## src/design/arbiter_pkg.sv

```systemverilog
package arbiter_pkg;

	// ascii codes used by the command framing and the time replies
	localparam logic [7:0] CHAR_CR    = 8'h0D;
	localparam logic [7:0] CHAR_SPACE = 8'h20;
	localparam logic [7:0] CHAR_ZERO  = 8'h30;
	localparam logic [7:0] CHAR_DOT   = 8'h2E;

	// command codes produced by the decoder
	typedef enum logic [3:0] {
		CMD_NONE      = 4'h0,
		CMD_REMOTE    = 4'h1,
		CMD_LOCAL     = 4'h2,
		CMD_VOLTS_A   = 4'h3,
		CMD_CURRENT_A = 4'h4,
		CMD_CLEAR_TRG = 4'h5,
		CMD_SRQ_ON    = 4'h6,
		CMD_SRQ_OFF   = 4'h7,
		CMD_TIME_QRY  = 4'h8,
		CMD_BAD       = 4'hF
	} cmd_t;

	// who holds remote control
	typedef enum logic [1:0] {
		OWN_LOCAL = 2'b00,
		OWN_BUS   = 2'b01,
		OWN_SER   = 2'b10
	} owner_t;

	// reply codes queued back to a port
	typedef enum logic [1:0] {
		RPL_NONE  = 2'b00,
		RPL_TIME  = 2'b01,
		RPL_ERROR = 2'b10
	} reply_t;

	localparam int          CMD_LEN       = 4;
	localparam logic [3:0]  DIGIT_MAX     = 4'h9;  // last decimal digit before carry
	// command spellings, first character in the highest byte in use
	localparam logic [31:0] TXT_REMOTE    = 32'h0052454D;
	localparam logic [31:0] TXT_LOCAL     = 32'h004C4F43;
	localparam logic [31:0] TXT_VOLTS_A   = 32'h00434156;
	localparam logic [31:0] TXT_CURRENT_A = 32'h00434149;
	localparam logic [31:0] TXT_CLEAR_TRG = 32'h00524553;
	localparam logic [31:0] TXT_TIME_QRY  = 32'h00505453;
	localparam logic [31:0] TXT_SRQ_ON    = 32'h53525131;
	localparam logic [31:0] TXT_SRQ_OFF   = 32'h53525130;
	localparam int          TIME_DIGITS   = 6;    // digits of the seconds reading
	localparam logic [7:0]  ERR_CHAR      = 8'h45; // 'E'
	localparam logic [7:0]  STATUS_BASE   = 8'h40; // rqs bit of the poll byte
	localparam logic [7:0]  STATUS_TRG    = 8'h01; // stop trigger seen
	// timer counts milliseconds: 200 MHz clock, 1 ms tick
	localparam int          CLK_MHZ       = 200;
	localparam int          TICK_US       = 1000;
	localparam int          TICK_CYCLES   = CLK_MHZ * TICK_US;

endpackage : arbiter_pkg

```

## src/design/port_if.sv

```systemverilog
// one host port between the top and its command decoder
interface port_if;
	import arbiter_pkg::*;
	logic       rx_valid;
	logic [7:0] rx_data;
	logic       cmd_valid;
	cmd_t       cmd;
	logic       cmd_remote;   // command needs remote control
	modport decoder (input rx_valid, input rx_data, output cmd_valid, output cmd, output cmd_remote);
	modport core (output rx_valid, output rx_data, input cmd_valid, input cmd, input cmd_remote);
endinterface : port_if

```

## src/design/cmd_decoder.sv

```systemverilog
// per-port input buffer; a carriage return closes and decodes the line
module cmd_decoder
	import arbiter_pkg::*;
(
	// clock and reset
	input  wire logic clk,
	input  wire logic rst_n,
	// port side
	port_if.decoder   p
);

	logic [7:0] buf_q [CMD_LEN];
	logic [2:0] len_q;

	// remote commands must come from the controlling port
	function automatic logic is_remote(input cmd_t c);
		return c inside {CMD_REMOTE, CMD_LOCAL, CMD_VOLTS_A, CMD_CURRENT_A, CMD_CLEAR_TRG};
	endfunction : is_remote

	function automatic cmd_t decode(input logic [7:0] a, input logic [7:0] b,
	                                input logic [7:0] c, input logic [7:0] d,
	                                input logic [2:0] n);
		cmd_t        r;
		logic [31:0] w;
		r = CMD_BAD;
		// short spellings sit in the low three bytes with a zero top byte
		w = (n == 3'(CMD_LEN)) ? {a, b, c, d} : {8'h00, a, b, c};
		if (n == 3'(CMD_LEN - 1) || n == 3'(CMD_LEN)) begin
			case (w)
				TXT_REMOTE:    r = CMD_REMOTE;
				TXT_LOCAL:     r = CMD_LOCAL;
				TXT_VOLTS_A:   r = CMD_VOLTS_A;
				TXT_CURRENT_A: r = CMD_CURRENT_A;
				TXT_CLEAR_TRG: r = CMD_CLEAR_TRG;
				TXT_TIME_QRY:  r = CMD_TIME_QRY;
				TXT_SRQ_ON:    r = CMD_SRQ_ON;
				TXT_SRQ_OFF:   r = CMD_SRQ_OFF;
				default:       r = CMD_BAD;
			endcase
		end
		if (n == 3'h0) r = CMD_NONE;
		return r;
	endfunction : decode

	always_ff @(posedge clk) begin
		p.cmd_valid <= 1'b0;
		if (!rst_n) begin
			len_q        <= '0;
			p.cmd        <= CMD_NONE;
			p.cmd_remote <= 1'b0;
		end else if (p.rx_valid) begin
			if (p.rx_data == CHAR_CR) begin
				p.cmd_valid  <= 1'b1;
				p.cmd        <= decode(buf_q[0], buf_q[1], buf_q[2], buf_q[3], len_q);
				p.cmd_remote <= is_remote(decode(buf_q[0], buf_q[1], buf_q[2], buf_q[3], len_q));
				len_q        <= '0;
			end else if (p.rx_data != CHAR_SPACE) begin
				if (len_q < 3'(CMD_LEN)) buf_q[len_q[1:0]] <= p.rx_data;
				if (len_q != 3'd7) len_q <= len_q + 3'd1; // overlong lines decode as bad
			end
		end
	end

endmodule : cmd_decoder

```

## src/design/dual_port_remote_arbiter.sv

```systemverilog
// What this block does
// - Both ports take and decode commands at the same time, each on its own.
// - When both ports contend in one cycle, the bus port wins control.
// - A bus claim takes control away from a serial holder.
// - Serial go-remote and go-local are ignored while the bus holds control.
// - Interrogation commands from the serial port still run while the bus controls.
// - Remote-control commands run only from the port holding control.
// - A serial remote-control command other than go-remote or go-local under bus control gets an error reply.
// - Each port has its own input and output buffer.
// - With service request on stop enabled, a stop trigger raises service request.
// - A serial poll returns a status byte on each talk request until poll disable ends it.
// - A time query, when talked, answers the seconds reading ending in carriage return.
// - Clear trigger status from the controlling port clears the trigger status.
module dual_port_remote_arbiter
	import arbiter_pkg::*;
#(
	parameter int TICK = TICK_CYCLES
) (
	// clock and reset
	input  wire logic       clk,
	input  wire logic       rst_n,
	// bus port: listened bytes, talk strobe, poll and remote claim
	input  wire logic       bus_rx_valid,
	input  wire logic [7:0] bus_rx_data,
	input  wire logic       bus_talk_req,     // one byte requested while talker
	input  wire logic       bus_poll_active,  // between poll enable and disable
	input  wire logic       bus_remote_claim,
	output logic            bus_tx_valid,
	output logic [7:0]      bus_tx_data,
	output logic            service_request,
	// serial port
	input  wire logic       ser_rx_valid,
	input  wire logic [7:0] ser_rx_data,
	input  wire logic       ser_tx_ready,
	output logic            ser_tx_valid,
	output logic [7:0]      ser_tx_data,
	// instrument side
	input  wire logic       stop_trigger,
	output logic            remote_bus_q,
	output logic            remote_ser_q,
	output logic            volts_a_sel_q,
	output logic            current_a_sel_q,
	output logic            trigger_status_q
);

	////////////////////////////////////////////////////////////////////////////
	// decoders, one per port

	port_if bus_p ();
	port_if ser_p ();

	assign bus_p.rx_valid = bus_rx_valid;
	assign bus_p.rx_data  = bus_rx_data;
	assign ser_p.rx_valid = ser_rx_valid;
	assign ser_p.rx_data  = ser_rx_data;

	cmd_decoder u_bus_dec (
		.clk   (clk),
		.rst_n (rst_n),
		.p     (bus_p.decoder)
	);

	cmd_decoder u_ser_dec (
		.clk   (clk),
		.rst_n (rst_n),
		.p     (ser_p.decoder)
	);

	////////////////////////////////////////////////////////////////////////////
	// control ownership

	owner_t owner_q;
	owner_t owner_d;
	logic   bus_go_rem, bus_go_loc, ser_go_rem, ser_go_loc;
	logic   bus_ok, ser_ok;

	assign bus_go_rem = bus_remote_claim | (bus_p.cmd_valid && bus_p.cmd == CMD_REMOTE);
	assign bus_go_loc = bus_p.cmd_valid && bus_p.cmd == CMD_LOCAL;
	assign ser_go_rem = ser_p.cmd_valid && ser_p.cmd == CMD_REMOTE;
	assign ser_go_loc = ser_p.cmd_valid && ser_p.cmd == CMD_LOCAL;

	// remote commands only from the owner; nobody acts while local
	assign bus_ok = bus_p.cmd_valid && (!bus_p.cmd_remote || owner_q == OWN_BUS);
	assign ser_ok = ser_p.cmd_valid && (!ser_p.cmd_remote || owner_q == OWN_SER)
	                && !(bus_go_rem && ser_p.cmd_remote);

	// bus wins ties; bus claim preempts; serial ignored
	always_comb begin
		owner_d = owner_q;
		if (bus_go_rem) begin
			owner_d = OWN_BUS;
		end else if (bus_go_loc && owner_q == OWN_BUS) begin
			owner_d = OWN_LOCAL;
		end else if (owner_q != OWN_BUS && ser_go_rem) begin
			owner_d = OWN_SER;
		end else if (owner_q == OWN_SER && ser_go_loc) begin
			owner_d = OWN_LOCAL;
		end
	end

	// ownership flags are flops of their own so the pins never glitch
	always_ff @(posedge clk) begin
		if (!rst_n) begin
			owner_q      <= OWN_LOCAL;
			remote_bus_q <= 1'b0;
			remote_ser_q <= 1'b0;
		end else begin
			owner_q      <= owner_d;
			remote_bus_q <= owner_d == OWN_BUS;
			remote_ser_q <= owner_d == OWN_SER;
		end
	end

	////////////////////////////////////////////////////////////////////////////
	// remote-control actions, bus first

	// selection commands from the owning port
	always_ff @(posedge clk) begin
		if (!rst_n) begin
			volts_a_sel_q   <= 1'b0;
			current_a_sel_q <= 1'b0;
		end else begin
			if ((ser_ok && ser_p.cmd == CMD_VOLTS_A) || (bus_ok && bus_p.cmd == CMD_VOLTS_A)) begin
				volts_a_sel_q   <= 1'b1;
				current_a_sel_q <= 1'b0;
			end
			if ((ser_ok && ser_p.cmd == CMD_CURRENT_A) || (bus_ok && bus_p.cmd == CMD_CURRENT_A)) begin
				volts_a_sel_q   <= 1'b0;
				current_a_sel_q <= 1'b1;
			end
		end
	end

	// clear trigger status; a trigger in the same cycle wins
	logic srq_en_q, srq_q;
	always_ff @(posedge clk) begin
		if (!rst_n) begin
			trigger_status_q <= 1'b0;
		end else if (stop_trigger) begin
			trigger_status_q <= 1'b1;
		end else if ((bus_ok && bus_p.cmd == CMD_CLEAR_TRG) ||
		             (ser_ok && ser_p.cmd == CMD_CLEAR_TRG)) begin
			trigger_status_q <= 1'b0;
		end
	end

	// service request on stop trigger when enabled
	always_ff @(posedge clk) begin
		if (!rst_n) begin
			srq_en_q <= 1'b0;
			srq_q    <= 1'b0;
		end else begin
			if (bus_ok && bus_p.cmd == CMD_SRQ_ON) srq_en_q <= 1'b1;
			else if (bus_ok && bus_p.cmd == CMD_SRQ_OFF) srq_en_q <= 1'b0;
			if (stop_trigger && srq_en_q) srq_q <= 1'b1;
			else if (bus_poll_active && bus_talk_req) srq_q <= 1'b0; // poll read acknowledges
		end
	end
	assign service_request = srq_q;

	////////////////////////////////////////////////////////////////////////////
	// seconds timer, millisecond resolution

	logic [31:0]          tick_q;
	logic [3:0]           digit_q [TIME_DIGITS]; // ms ones at index 0
	logic [TIME_DIGITS:0] carry;

	// ripple carry between decimal digits; the reading wraps after 999.999 s
	assign carry[0] = 1'b1;
	for (genvar g = 0; g < TIME_DIGITS; g++) begin : g_carry
		assign carry[g+1] = carry[g] && digit_q[g] == DIGIT_MAX;
	end

	always_ff @(posedge clk) begin
		if (!rst_n) begin
			tick_q <= '0;
			for (int i = 0; i < TIME_DIGITS; i++) digit_q[i] <= '0;
		end else if (tick_q == 32'(TICK - 1)) begin
			tick_q <= '0;
			for (int i = 0; i < TIME_DIGITS; i++) begin
				if (carry[i]) digit_q[i] <= (digit_q[i] == DIGIT_MAX) ? 4'h0 : digit_q[i] + 4'h1;
			end
		end else begin
			tick_q <= tick_q + 32'd1;
		end
	end

	////////////////////////////////////////////////////////////////////////////
	// reply formatting: per-port output buffers

	// character k of "DDD.DDD<CR>" for a time snapshot
	function automatic logic [7:0] time_char(input logic [3:0] s [TIME_DIGITS], input int k);
		logic [7:0] r;
		r = CHAR_CR;
		if (k < 3) r = CHAR_ZERO + 8'(s[TIME_DIGITS - 1 - k]);
		else if (k == 3) r = CHAR_DOT;
		else if (k < 7) r = CHAR_ZERO + 8'(s[TIME_DIGITS - k]);
		return r;
	endfunction : time_char

	localparam int LAST = TIME_DIGITS + 1;

	// bus output: a pending time reply is paced by talk requests
	logic [3:0] bus_snap_q [TIME_DIGITS];
	logic       bus_pend_q;
	logic [3:0] bus_idx_q;
	// poll byte or timer reading on each talk request
	always_ff @(posedge clk) begin
		bus_tx_valid <= 1'b0;
		if (!rst_n) begin
			bus_pend_q  <= 1'b0;
			bus_idx_q   <= '0;
			bus_tx_data <= '0;
		end else begin
			if (bus_ok && bus_p.cmd == CMD_TIME_QRY) begin
				bus_pend_q <= 1'b1;
				bus_idx_q  <= '0;
				bus_snap_q <= digit_q;
			end else if (bus_talk_req && bus_poll_active) begin
				bus_tx_valid <= 1'b1;
				bus_tx_data  <= (srq_q ? STATUS_BASE : 8'h00) | (trigger_status_q ? STATUS_TRG : 8'h00);
			end else if (bus_talk_req && bus_pend_q) begin
				bus_tx_valid <= 1'b1;
				bus_tx_data  <= time_char(bus_snap_q, int'(bus_idx_q));
				bus_idx_q    <= bus_idx_q + 4'd1;
				if (bus_idx_q == 4'(LAST)) bus_pend_q <= 1'b0;
			end
		end
	end

	// serial output: time reply or error, streamed under ready
	logic [3:0] ser_snap_q [TIME_DIGITS];
	reply_t     ser_rpl_q;
	logic [3:0] ser_idx_q;
	reply_t     ser_want_q;
	logic       ser_take;

	// a reply asked for while the last one drains waits here, one deep,
	// so one command pulse is kept behind a stalled host; a second one overwrites it
	assign ser_take = ser_want_q != RPL_NONE && ser_rpl_q == RPL_NONE
	                  && !(ser_tx_valid && !ser_tx_ready);

	// queries allowed; refused remote command other than go-remote or go-local answers error
	always_ff @(posedge clk) begin
		if (!rst_n) begin
			ser_want_q <= RPL_NONE;
		end else if (ser_ok && ser_p.cmd == CMD_TIME_QRY) begin
			ser_want_q <= RPL_TIME;
		end else if (ser_p.cmd_valid && ser_p.cmd_remote && !ser_ok
		             && !(ser_p.cmd inside {CMD_REMOTE, CMD_LOCAL})) begin
			ser_want_q <= RPL_ERROR;
		end else if (ser_take) begin
			ser_want_q <= RPL_NONE;
		end
	end

	always_ff @(posedge clk) begin
		if (!rst_n) begin
			ser_rpl_q    <= RPL_NONE;
			ser_idx_q    <= '0;
			ser_tx_valid <= 1'b0;
			ser_tx_data  <= '0;
		end else if (ser_tx_valid && !ser_tx_ready) begin
			ser_tx_valid <= 1'b1; // hold byte until taken
		end else if (ser_rpl_q == RPL_TIME) begin
			ser_tx_valid <= 1'b1;
			ser_tx_data  <= time_char(ser_snap_q, int'(ser_idx_q));
			ser_idx_q    <= ser_idx_q + 4'd1;
			if (ser_idx_q == 4'(LAST)) ser_rpl_q <= RPL_NONE;
		end else if (ser_rpl_q == RPL_ERROR) begin
			ser_tx_valid <= 1'b1;
			ser_tx_data  <= (ser_idx_q == 4'd0) ? ERR_CHAR : CHAR_CR;
			ser_idx_q    <= ser_idx_q + 4'd1;
			if (ser_idx_q == 4'd1) ser_rpl_q <= RPL_NONE;
		end else begin
			ser_tx_valid <= 1'b0;
			ser_idx_q    <= '0;
			// start the waiting reply; the timer is snapped as it begins
			if (ser_take) begin
				ser_rpl_q  <= ser_want_q;
				ser_snap_q <= digit_q;
			end
		end
	end

endmodule : dual_port_remote_arbiter

```

## config.mk

```make
export PLATFORM = sky130hd
export DESIGN_NAME = dual_port_remote_arbiter
export DESIGN_NICKNAME = d
export VERILOG_FILES = /design/src/design/arbiter_pkg.sv /design/src/design/port_if.sv /design/src/design/cmd_decoder.sv /design/src/design/dual_port_remote_arbiter.sv
export SDC_FILE = /design/constraint.sdc
export NUM_CORES = 1
export LEC_CHECK = 0
export BUFFER_PORTS_ARGS = -buffer_cell sky130_fd_sc_hd__buf_2
export CAP_MARGIN = 10
export CORE_MARGIN = 2
export CORE_UTILIZATION = 30
export CTS_CLUSTER_DIAMETER = 200
export DETAILED_ROUTE_END_ITERATION = 8
export HOLD_SLACK_MARGIN = 0.05
export MAX_ROUTING_LAYER = met4
export PLACE_DENSITY = 0.42
export SLEW_MARGIN = 30
export SYNTH_ARGS = -nofsm -noshare
export SYNTH_HDL_FRONTEND = slang
export SYNTH_HIERARCHICAL = 1
export SYNTH_SLANG_ARGS = --single-unit
```

## constraint.sdc

```tcl
create_clock -name clk -period 7.3 [get_ports clk]
set_input_delay 0.73 -clock clk [delete_from_list [all_inputs] [get_ports clk]]
set_output_delay 0.73 -clock clk [all_outputs]
set_load 0.005 [all_outputs]
```

==> flow_summary.json <==
{
  "clock_sink_count": 224,
  "post_cts_resize_count": 0,
  "p_leak_nw": 4.11,
  "hold_violations": 0,
  "grt_usage_pct": 15.3,
  "reg2reg_depth": 8,
  "synth.distinct_cells": 85,
  "ys_ff_latch": 224,
  "port_buffers": 46,
  "post-route-util_pct": 34.6,
  "synth_area_leaders": "edfxtp_1, dfxtp_1, mux4_2",
  "startpoint": "u_ser_dec/len_q[0]$_SDFFE_PN0P_",
  "worst_slew_pin_slew_ps": 893,
  "vias_per_cell": 5.23,
  "reg2reg_from": "u_ser_dec/len_q[0]$_SDFFE_PN0P_",
  "max_stage_delay_ps": 680,
  "grt_pass1_wl_um": 46900,
  "antenna_found_initial": 0,
  "synth_area_leader_cell": "edfxtp_1",
  "endpoint": "u_ser_dec/p.cmd_remote$_SDFFE_PN0P_",
  "gp_congestion": 0.857,
  "areaGrowthSynthToFinish_pct": 14.0,
  "min_path_cells": 1,
  "std_cell_rows": 71,
  "async_flop_share_pct": 0,
  "cts_root_buf": "clkbuf_16",
  "first_global_vias": 8416,
  "cts_buffers": 26,
  "nFillCells": 3760,
  "first_iter_violations": 458,
  "r2r_setup_slack_ps": 4180,
  "multi_input_area_um2": 5500,
  "synth_area_per_cell_um2": 10.7,
  "tns_ps": 0,
  "ir_drop_v": 0.000147,
  "post-route-drc-count": 0,
  "syn_area_um2": 11400,
  "drv_slew": 0,
  "dieArea_um2": 39600,
  "synth_edf_count": 112,
  "synthFlopType": "edfxtp_1",
  "powerDensity_nw_per_um2": 209,
  "timing.slew.headroom_pct": 40.0,
  "cts_max_path_buffers": 3,
  "setup_viol": 0,
  "dp_hpwl_um": 20700,
  "nets": 1157,
  "rsz0062_at_grt": "false",
  "power_mw": 2.72,
  "yosys_warnings": 6,
  "postRouteWirelength_um": 28800,
  "max_cap_viol_count": 0,
  "io_pins": 49,
  "post-cts-setup-buffer-count": 0,
  "synth_common_cells": "dfxtp_1, edfxtp_1, nand2_1, nor2_1, a21oi_1",
  "seq_area_frac_synth_pct": 49.1,
  "first_pass_iters": 5,
  "design.core.area_um2": 37600,
  "r2r_end": "u_ser_dec/p.cmd_remote$_SDFFE_PN0P_",
  "grt-ovfl-total": 0,
  "fin_skew_ps": 10.2,
  "ctsHoldBuffers": 0,
  "syn_inst": 1071,
  "startpoint_type": "flip-flop",
  "hp-class": "in -> reg",
  "worstPathArrival_ps": 3550,
  "grt_max_degree": 47,
  "seqCellArea_um2": 5610,
  "drive_above_1_share_pct": 15.5,
  "die_h_um": 199,
  "status": "complete, no violations",
  "cp_max_fo": 15,
  "diodes": 0,
  "ctsHtreeMaxLevel": 1,
  "path_clk_slew_ps": 60,
  "initial_core_util_pct": 30.4,
  "worstPathCellList": "inv_1, ha_1, nand2_1, or4_4, a2111oi_2, a21o_1, a311oi_2, a31o_1",
  "clock_latency_ps": 540,
  "period_minus_slack_ps": 3120,
  "fmax_ghz": 0.321,
  "worstSetupPathType": "reg -> reg",
  "via_count": 8601,
  "critical_path_required_ps": 7730,
  "cts_tree": "built",
  "antenna_left": 0,
  "chipWidth_um": 199,
  "synth_top_area_share_pct": 29.5,
  "worst_setup_path_end_kind": "flip-flop",
  "wl_per_cell_um": 17.5,
  "critPathSlowestCell": "or4_4",
  "post-route-period-util_pct": 42.7
}
[routing by layer]
metal / vias up / GRT usage [%] / share of wire, %
li1: 4218 / - / -
met1: 4157 / 21.7 / 50
met2: 188 / 22.7 / 44
met3: 38 / 2.27 / 4.5
met4: 0 / 3.73 / 1.7
met5: - / - / 0
[worst max-delay path: cells and delay by family (launching register included)]
family | cells | cell delay, ps
buf+inv | 1 | 90
simple gates | 2 | 1090
flops | 1 | 350
compound gates | 4 | 1010
fa+ha+maj | 1 | 470
[registers in the layout, indices dropped and copies added, names as in the netlist, 3 cells and up]
signal,cells
u_bus_dec/p.cmd,4
bus_idx_q,4
bus_tx_data,7
ser_tx_data,7
tick_q,32
bus_snap_q,24
u_ser_dec/buf_q,32
digit_q,24
u_ser_dec/p.cmd,4
u_bus_dec/buf_q,32
u_bus_dec/len_q,3
u_ser_dec/len_q,3
ser_snap_q,24
ser_idx_q,4
[layout make-up]
| class | count | area share [%] |
|---|---|---|
| flip-flops and latches | 224 | 43.1 |
| multi-input cells | 774 | 42.3 |
| clock buffers | 28 | 5.06 |
| well taps | 511 | 4.92 |
| repair buffers | 52 | 2.12 |
| clock inverters | 20 | 1.52 |
| inverters | 34 | 0.982 |
[where the power goes]
part	total (mW)	internal, mW	switching (mW)
sequential	1.34	1.33	0.0117
combinational	0.0798	0.0260	0.0538
clock	1.30	0.762	0.538
[cells by family after synthesis]
logic type                 synth area share, %
and+or+nand+nor                           25.0
DFF                                       49.1
AOI/OAI and AO/OA                         13.2
buffers and inverters                     2.97
muxes                                     5.18
xor gates and xnor gates                  2.30
adders and majority gates                 2.19
other                                   0.0329
[how the worst min path moves through the flow]
| stage | start | end | slack, ps |
|---|---|---|---|
| global route | ser_rx_data[1] | u_ser_dec/buf_q[0][1]$_DFFE_PP_ | 430 |
| finish | bus_rx_data[4] | u_bus_dec/buf_q[1][4]$_DFFE_PP_ | 430 |
| floorplan | tick_q[0]$_SDFF_PP0_ | tick_q[0]$_SDFF_PP0_ | 410 |
| detailed placement | tick_q[0]$_SDFF_PP0_ | tick_q[0]$_SDFF_PP0_ | 440 |
| global placement | tick_q[0]$_SDFF_PP0_ | tick_q[0]$_SDFF_PP0_ | 430 |
| CTS | ser_rx_data[7] | u_ser_dec/buf_q[1][7]$_DFFE_PP_ | 410 |
[metrics by stage]
step / cell area [um^2] / hold slack [ps] / worst slack, ps / cells
after floorplan: 11400 / 413 / 3150 / 1072
after global placement: 12100 / 430 / 4120 / 1595
after detailed placement: 12100 / 442 / 4110 / 1595
after CTS: 13000 / 412 / 4160 / 1643
after global routing: 13000 / 426 / 3880 / 1643
final: 13000 / 430 / 4180 / 1643
[cells in the final DEF (no fill, tap or decap), types with 14 or more instances in the layout]
cell       netlist  routed
inv_1           34      34
nor3_1          24      24
clkbuf_16        0      26
buf_2            2      46
nor3b_1         19      19
ha_1            20      20
a22oi_1         17      17
and3_1          16      16
nand3_1         32      32
mux2i_1         14      14
nand2b_1        15      15
edfxtp_1       112     112
mux4_2          15      15
nor2_1          77      76
and2_1          17      17
nor2b_1         25      25
o21ai_0         36      36
xnor2_1         21      21
nand4_1         36      36
dfxtp_1        112     111
nor4b_1         16      16
nand2_1         77      77
a21oi_1         57      57
(Power assumes the default switching activity.)
